File: config.mk
export PLATFORM = sky130hd
export DESIGN_NAME = dlat_translator
export DESIGN_NICKNAME = d
export VERILOG_FILES = /design/src/rtl/dlat_pkg.sv /design/src/rtl/dlat_translator.sv
export SDC_FILE = /design/constraint.sdc
export NUM_CORES = 1
export LEC_CHECK = 0
export BUFFER_PORTS_ARGS = -buffer_cell sky130_fd_sc_hd__buf_2
export CAP_MARGIN = 0
export CELL_PAD_IN_SITES_DETAIL_PLACEMENT = 0
export CELL_PAD_IN_SITES_GLOBAL_PLACEMENT = 1
export CORE_MARGIN = 2
export CORE_UTILIZATION = 47
export DETAILED_ROUTE_END_ITERATION = 16
export GPL_TIMING_DRIVEN = 0
export PLACE_DENSITY = 0.85
export SLEW_MARGIN = 10
export SYNTH_ARGS = -nofsm -noshare
export SYNTH_HDL_FRONTEND = slang
export SYNTH_SLANG_ARGS = --single-unit
File: constraint.sdc
create_clock -name ref_clk_in -period 4.6 [get_ports ref_clk_in]
set_input_delay 0.69 -clock ref_clk_in [delete_from_list [all_inputs] [get_ports ref_clk_in]]
set_output_delay 0.69 -clock ref_clk_in [all_outputs]
set_load 0.1 [all_outputs]
File: src/rtl/dlat_pkg.sv
package dlat_pkg;
    // logical geometry seen by the channel program
    localparam logic [7:0] DLAT_LCYL_MAX = 8'hd1;
    localparam logic [4:0] DLAT_LHEAD_MAX = 5'h13;
    localparam logic [14:0] DLAT_LTRK_PER_CYL = 15'h014;
    localparam logic [14:0] DLAT_VOL_TRACKS = 15'h1068;
    // physical geometry of the two drive kinds
    localparam logic [4:0] DLAT_RM_HEADS = 5'h0c;
    localparam logic [4:0] DLAT_FX_HEADS = 5'h1e;
    localparam logic [9:0] DLAT_RM_POS = 10'h15e;
    localparam logic [9:0] DLAT_FX_POS = 10'h230;
    // microcode cylinders: six heads each, two or five per position
    localparam logic [4:0] DLAT_UC_HEADS = 5'h06;
    localparam logic [11:0] DLAT_UC_RM_PER_POS = 12'h002;
    localparam logic [11:0] DLAT_UC_FX_PER_POS = 12'h005;
    localparam logic [11:0] DLAT_UC_FX_CYLS = 12'h2bc;
    // record numbering limits
    localparam logic [7:0] DLAT_MAX_REC = 8'h64;
    localparam logic [7:0] DLAT_HALF_MAX = 8'h32;
    localparam logic [6:0] DLAT_SLOT_HOME = 7'h00;
    localparam logic [6:0] DLAT_SLOT_DESC = 7'h01;
    // halftrack capacity figures in bytes
    localparam logic [13:0] DLAT_HALF_CAP = 14'h2157;
    localparam logic [16:0] DLAT_OVH_NOKEY = 17'h000a7;
    localparam logic [16:0] DLAT_OVH_KEY = 17'h000f2;
    localparam logic [1:0] DLAT_CMD_W = 2'h2;

    typedef enum logic [1:0] {
        DLAT_CMD_DATA,
        DLAT_CMD_HOME,
        DLAT_CMD_DESC
    } dlat_cmd_e;

    typedef enum {
        DLAT_CAP_IDLE,
        DLAT_CAP_RUN
    } dlat_cap_state_e;
endpackage : dlat_pkg

File: src/rtl/dlat_translator.sv
`timescale 1ns/1ps
// Functional notes
// - logical cylinders 00 to d1, 210 in all; higher ones are refused
// - each logical cylinder holds 20 logical tracks
// - logical heads 00 to 13 per cylinder; higher ones are refused
// - removable module: 12 heads, logical cylinder overflows into next
// - each halftrack starts with home address then descriptor record
// - records numbered across the whole track from the even descriptor
// - one defective halftrack needs both flagged, both to one alternate
// - removable module has 350 access positions
// - removable module: 12 tracks per access position
// - fixed drive: 560 positions, 30 tracks each
// - at most 102 records per track, both descriptors included
// - home address and descriptor selected by their own commands
// - translation of logical to physical address is done in hardware
// - microcode track is a halftrack, parity picks the index marker
// - microcode cylinders: two per removable, five per fixed position
// - a record stays wholly inside one halftrack
// - records per halftrack = 8535 / (overhead + key + data)
// - overhead is 167 without key, 242 with key
module dlat_translator (
    input wire logic ref_clk_in,
    input wire logic arst_n_in,
    input wire logic req_in,
    input wire dlat_pkg::dlat_cmd_e cmd_in,
    input wire logic fixed_drive_in,
    input wire logic [1:0] volume_in,
    input wire logic [7:0] lcyl_in,
    input wire logic [4:0] lhead_in,
    input wire logic [7:0] record_in,
    input wire logic odd_half_sel_in,
    input wire logic [7:0] even_last_rec_in,
    input wire logic even_defect_in,
    input wire logic odd_defect_in,
    input wire logic [9:0] alt_pcyl_in,
    input wire logic [4:0] alt_phead_in,
    input wire logic cap_start_in,
    input wire logic [7:0] key_length_bytes_in,
    input wire logic [15:0] data_length_bytes_in,
    output logic done_out,
    output logic [9:0] pcyl_out,
    output logic [4:0] phead_out,
    output logic odd_half_out,
    output logic [6:0] slot_out,
    output logic alt_used_out,
    output logic addr_err_out,
    output logic alt_err_out,
    output logic [11:0] uc_cyl_out,
    output logic [15:0] uc_track_out,
    output logic cap_busy_out,
    output logic cap_done_out,
    output logic [5:0] cap_records_out
);
    import dlat_pkg::*;

    logic [14:0] next_lin;
    logic [4:0] heads;
    logic [9:0] positions;
    logic [9:0] next_pcyl;
    logic [4:0] next_phead;
    logic next_odd;
    logic [6:0] next_slot;
    logic next_alt;
    logic next_addr_err;
    logic next_alt_err;
    logic [11:0] next_uc_cyl;
    logic [15:0] next_uc_track;
    logic [7:0] odd_index;
    logic [15:0] phys_trk;

    dlat_cap_state_e cap_state;
    logic [13:0] cap_rem;
    logic [16:0] cap_div;

    // logical track number, counted across volumes on the fixed drive
    always_comb begin
        next_lin = 15'(lcyl_in) * DLAT_LTRK_PER_CYL + 15'(lhead_in);
        if (fixed_drive_in) begin
            next_lin = next_lin + 15'(volume_in) * DLAT_VOL_TRACKS;
        end
    end

    assign heads = fixed_drive_in ? DLAT_FX_HEADS : DLAT_RM_HEADS;
    assign positions = fixed_drive_in ? DLAT_FX_POS : DLAT_RM_POS;

    // physical address, overflowing across cylinders
    always_comb begin
        next_alt = even_defect_in & odd_defect_in;
        next_alt_err = even_defect_in ^ odd_defect_in;
        if (next_alt) begin
            next_pcyl = alt_pcyl_in;
            next_phead = alt_phead_in;
        end else begin
            next_pcyl = 10'(next_lin / 15'(heads));
            next_phead = 5'(next_lin % 15'(heads));
        end
    end

    // halftrack and position within it
    always_comb begin
        odd_index = record_in - even_last_rec_in;
        case (cmd_in)
            DLAT_CMD_HOME: begin
                next_odd = odd_half_sel_in;
                next_slot = DLAT_SLOT_HOME;
            end
            DLAT_CMD_DESC: begin
                next_odd = odd_half_sel_in;
                next_slot = DLAT_SLOT_DESC;
            end
            default: begin
                next_odd = record_in > even_last_rec_in;
                if (next_odd) begin
                    next_slot = 7'(odd_index) + DLAT_SLOT_DESC;
                end else begin
                    next_slot = 7'(record_in) + DLAT_SLOT_DESC;
                end
            end
        endcase
    end

    // refused addresses
    always_comb begin
        next_addr_err = 1'b0;
        if (lcyl_in > DLAT_LCYL_MAX) begin
            next_addr_err = 1'b1;
        end
        if (lhead_in > DLAT_LHEAD_MAX) begin
            next_addr_err = 1'b1;
        end
        if (next_pcyl >= positions || next_phead >= heads) begin
            next_addr_err = 1'b1;
        end
        if (cmd_in == DLAT_CMD_DATA) begin
            // record 0 is reached only by its own command
            if (record_in == 8'h00) begin
                next_addr_err = 1'b1;
            end
            if (record_in > DLAT_MAX_REC) begin
                next_addr_err = 1'b1;
            end
            if (even_last_rec_in > DLAT_HALF_MAX) begin
                next_addr_err = 1'b1;
            end
            if (next_odd && odd_index > DLAT_HALF_MAX) begin
                next_addr_err = 1'b1;
            end
        end
    end

    // microcode view: halftracks and six-head cylinders
    always_comb begin
        phys_trk = 16'(next_pcyl) * 16'(heads) + 16'(next_phead);
        next_uc_track = {phys_trk[14:0], next_odd};
        next_uc_cyl = 12'(next_pcyl) * (fixed_drive_in ?
            DLAT_UC_FX_PER_POS : DLAT_UC_RM_PER_POS)
            + 12'(next_phead / DLAT_UC_HEADS);
    end

    always_ff @(posedge ref_clk_in or negedge arst_n_in) begin
        if (!arst_n_in) begin
            done_out <= 1'b0;
        end else begin
            done_out <= req_in;
        end
    end

    always_ff @(posedge ref_clk_in or negedge arst_n_in) begin
        if (!arst_n_in) begin
            pcyl_out <= 10'h000;
            phead_out <= 5'h00;
            odd_half_out <= 1'b0;
            slot_out <= 7'h00;
            alt_used_out <= 1'b0;
            addr_err_out <= 1'b0;
            alt_err_out <= 1'b0;
            uc_cyl_out <= 12'h000;
            uc_track_out <= 16'h0000;
        end else if (req_in) begin
            pcyl_out <= next_pcyl;
            phead_out <= next_phead;
            odd_half_out <= next_odd;
            slot_out <= next_slot;
            alt_used_out <= next_alt;
            addr_err_out <= next_addr_err | next_alt_err;
            alt_err_out <= next_alt_err;
            uc_cyl_out <= next_uc_cyl;
            uc_track_out <= next_uc_track;
        end
    end

    // halftrack capacity by repeated subtraction, one step a cycle
    always_ff @(posedge ref_clk_in or negedge arst_n_in) begin
        if (!arst_n_in) begin
            cap_state <= DLAT_CAP_IDLE;
            cap_rem <= 14'h0000;
            cap_div <= 17'h00000;
            cap_records_out <= 6'h00;
            cap_busy_out <= 1'b0;
            cap_done_out <= 1'b0;
        end else begin
            cap_done_out <= 1'b0;
            case (cap_state)
                DLAT_CAP_IDLE: begin
                    if (cap_start_in) begin
                        cap_rem <= DLAT_HALF_CAP;
                        cap_div <= ((key_length_bytes_in == 8'h00) ?
                            DLAT_OVH_NOKEY : DLAT_OVH_KEY)
                            + 17'(key_length_bytes_in)
                            + 17'(data_length_bytes_in);
                        cap_records_out <= 6'h00;
                        cap_busy_out <= 1'b1;
                        cap_state <= DLAT_CAP_RUN;
                    end
                end
                DLAT_CAP_RUN: begin
                    if (17'(cap_rem) >= cap_div) begin
                        cap_rem <= cap_rem - 14'(cap_div);
                        cap_records_out <= cap_records_out + 6'h01;
                    end else begin
                        // remainder dropped: whole records only
                        cap_busy_out <= 1'b0;
                        cap_done_out <= 1'b1;
                        cap_state <= DLAT_CAP_IDLE;
                    end
                end
                default: begin
                    cap_state <= DLAT_CAP_IDLE;
                    cap_busy_out <= 1'b0;
                end
            endcase
        end
    end
endmodule : dlat_translator

==> run_results.csv <==
group,metric,value,unit
floorplanning,die_h,171,um
final_layout,drive_above_1_share,34.9,%
clock_tree,clock_sinks,92,
synthesis,synth_top_family_by_area,"compound AO/OA/AOI/OAI gates",
global_routing,grt-ovfl-total,0,
place,place_congestion,0.882,
synthesis,synth.distinct_cells,114,
synthesis,synth_edf_count,0,
global_routing,grt_pass1_vias,12900,
synthesis,synthXorXnorAreaFrac,6.19,%
synthesis,synthMuxAreaShare,7.53,%
setup_path,critPathCaptureType,"flip-flop",
outcome,status,"finished, violations left",
route,post_drt_wl_per_cell,18.1,um
sta,timing.final.crit_share,473,%
clock_tree,clk_transition_reported_paths,0.08,ns
sta,timing_hold_violations_final,0,
route,first_iter_violations,807,
route,drc_errors,0,
setup_path,cp.required,4.84,ns
route,num_vias,13200,
outcome,failed_checks,"negative setup slack",
synthesis,syn-num-nets,1797,
synthesis,syn_area,13100,um2
final_layout,diodes,0,
setup_path,arrival,21.98,ns
clock_tree,insertion_delay,0.36,ns
sta,finalClockSkew,0.00932,ns
final_layout,final_common_cell,"buf_4",
synthesis,synthAdderAreaFrac,20.4,%
global_routing,antenna_found_initial,0,
route,viasPerCell,5.87,
job,drv_cap,0,
global_routing,grt_pass1_wl,64300,um
floorplanning,rows,61,
setup_path,crit_path_start_kind,"input pin",
synthesis,yosys_register_bits,92,
sta,setup_ws,-17.14,ns
setup_path,worstPathMaxFanout,5,
final_layout,layout_common_cells,"169 x buf_4, 142 x ha_1, 141 x buf_2",
floorplanning,die_area,29300,um2
final_layout,area_growth,33.2,%
synthesis,synth_area_per_cell,8.63,um2
setup_path,path_class,"input pin to flip-flop",
floorplanning,initial_core_util,47.5,%
worst_hold_path,hp-class,"input pin to asynchronous set/reset pin",
sta,worst_pin_slew,1.08,ns
synthesis,synth_async_sr_flop_share,100,%
sta,fin_setup_tns,-557.42,ns
synthesis,synth_compound_area_share,24.6,%
sta,fin_crit,21.74,ns
sta,max-slew-margin-rel,28.3,%
floorplanning,fp.dieW,171,um
floorplanning,design.core.area,27600,um2
final_layout,fin_util,63.3,%
sta,setup_viol,41,
synthesis,synth-main-ff-cell,"dfrtp_1",
clock_tree,htreeDepth,3,
sta,holdWs,0.308,ns
synthesis,ys_warn_count,0,
final_layout,fin_nets,2136,
global_routing,track_usage,27.0,%
floorplanning,pin_count,143,
setup_path,cp_common_cell,"buf_4",
synthesis,yosys.area_share.simple,18.4,%
setup_path,slowest_stage,"fa_1",
route,drt-total-wl,40700,um
clock_tree,cts_tree,"built",
global_routing,grt_max_degree,56,
setup_path,cpPeakStageDelay,0.54,ns
route,ant_nets,0,
synthesis,seq_area_frac_synth,17.5,%
place,numPortBuffers,142,
sta,fmax,46.0,MHz
sta,rsz0062_at_grt,"yes",
route,dr.pass1.iters,5,
clock_tree,clockRootBuffer,"clkbuf_16",
clock_tree,cts_buffer_depth,2,
synthesis,syn-instance-count,1522,
place,dp_hpwl,29000,um
clock_tree,cts_buffers,9,
sta,slew_viol_final,0,
layout make-up:
| type | count | area [um2] |
|---|---|---|
| Buffer | 30 | 165 |
| Clock buffer | 9 | 225 |
| Clock inverter | 7 | 78.8 |
| Fill cell | 2324 | 10100 |
| Inverter | 143 | 539 |
| Multi-Input combinational cell | 1254 | 11400 |
| Sequential cell | 92 | 2300 |
| Tap cell | 378 | 473 |
| Timing Repair Buffer | 331 | 2280 |
repair_timing:
| item | 4_1_cts | 5_1_grt |
|---|---|---|
| resized for setup | 116 | 87 |
| setup buffers | 133 | 58 |
| hold buffers | 0 | 0 |
| pin swaps | 94 | 94 |
| setup endpoints to repair | 41 | 60 |
critical path, delay by kind of cell:
kind,cells,cell delay (ns)
buffers and inverters,27,3.07
muxes,10,2.34
AOI/OAI and AO/OA,35,5.64
adders and majority gates,16,4.72
xor gates and xnor gates,5,0.81
and+or+nand+nor,24,4.66
worst paths after layout:
| kind | slack, ns | depth (start not counted) | from | end |
|---|---|---|---|---|
| max | -17.14 | 117 | lcyl_in[3] | uc_track_out[15]$_DFFE_PN0P_ |
| min | 0.31 | 1 | arst_n_in | cap_records_out[0]$_DFFE_PN0P_ |
| max reg2reg | 0.46 | 23 | cap_div[1]$_DFFE_PN0P_ | cap_rem[12]$_DFFE_PN0P_ |
| min reg2reg | 0.49 | 2 | cap_div[15]$_DFFE_PN0P_ | cap_div[15]$_DFFE_PN0P_ |
| max in group asynchronous | 3.64 | 2 | arst_n_in | pcyl_out[7]$_DFFE_PN0P_ |
| min in group ref_clk_in | 0.45 | 1 | req_in | done_out$_DFF_PN0_ |
logic make-up (layout without fill, tap and decap cells):
group | after synthesis | after routing
compound gates | 438 | 438
xor+xnor | 92 | 92
fa+ha+maj | 195 | 195
buf+inv | 176 | 520
flops | 92 | 92
mux | 88 | 88
other cells | 1 | 1
simple gates | 440 | 440
synth_stat cells (all sizes together) (16+ instances only):
master / count / area, um2
a211oi: 28 / 263
a21o: 54 / 405
a21oi: 76 / 403
a31oi: 16 / 106
clkbuf: 20 / 75.1
dfrtp: 92 / 2300
fa: 32 / 641
ha: 163 / 2040
inv: 142 / 533
mux2: 57 / 653
mux2i: 31 / 335
nand2: 94 / 363
nand2b: 19 / 119
nand3: 44 / 235
nand4: 17 / 121
nor2: 104 / 395
nor2b: 19 / 119
nor3: 33 / 191
o21ai: 92 / 468
o21bai: 18 / 139
or3: 16 / 110
xnor2: 62 / 551
xor2: 30 / 263
state kept, by name, summed over array words and instances, names as in the netlist:
signal,count
cap_div,17
uc_track_out,15
cap_rem,14
uc_cyl_out,12
pcyl_out,10
slot_out,7
cap_records_out,6
phead_out,5
addr_err_out,1
alt_err_out,1
alt_used_out,1
cap_busy_out,1
cap_done_out,1
done_out,1
routing by layer:
metal | wire length (um) | track usage [%]
met1 | 17500 | 34.2
met2 | 20000 | 48.0
met3 | 2060 | 3.28
met4 | 1170 | 8.44
met5 | 0 | 0
per-stage QoR:
step           cell area, um2  cells  setup slack (ns)
5_1_grt                 17500   2244            -18.02
6_report                17500   2244            -17.14
3_5_place_dp            14700   2044            -19.93
3_3_place_gp            14700   2042            -19.82
4_1_cts                 16600   2189            -16.85
2_1_floorplan           13500   1522            -17.07
Power is not shown: default switching activity piles up to over one toggle a cycle in this logic, so the estimate is an artifact.
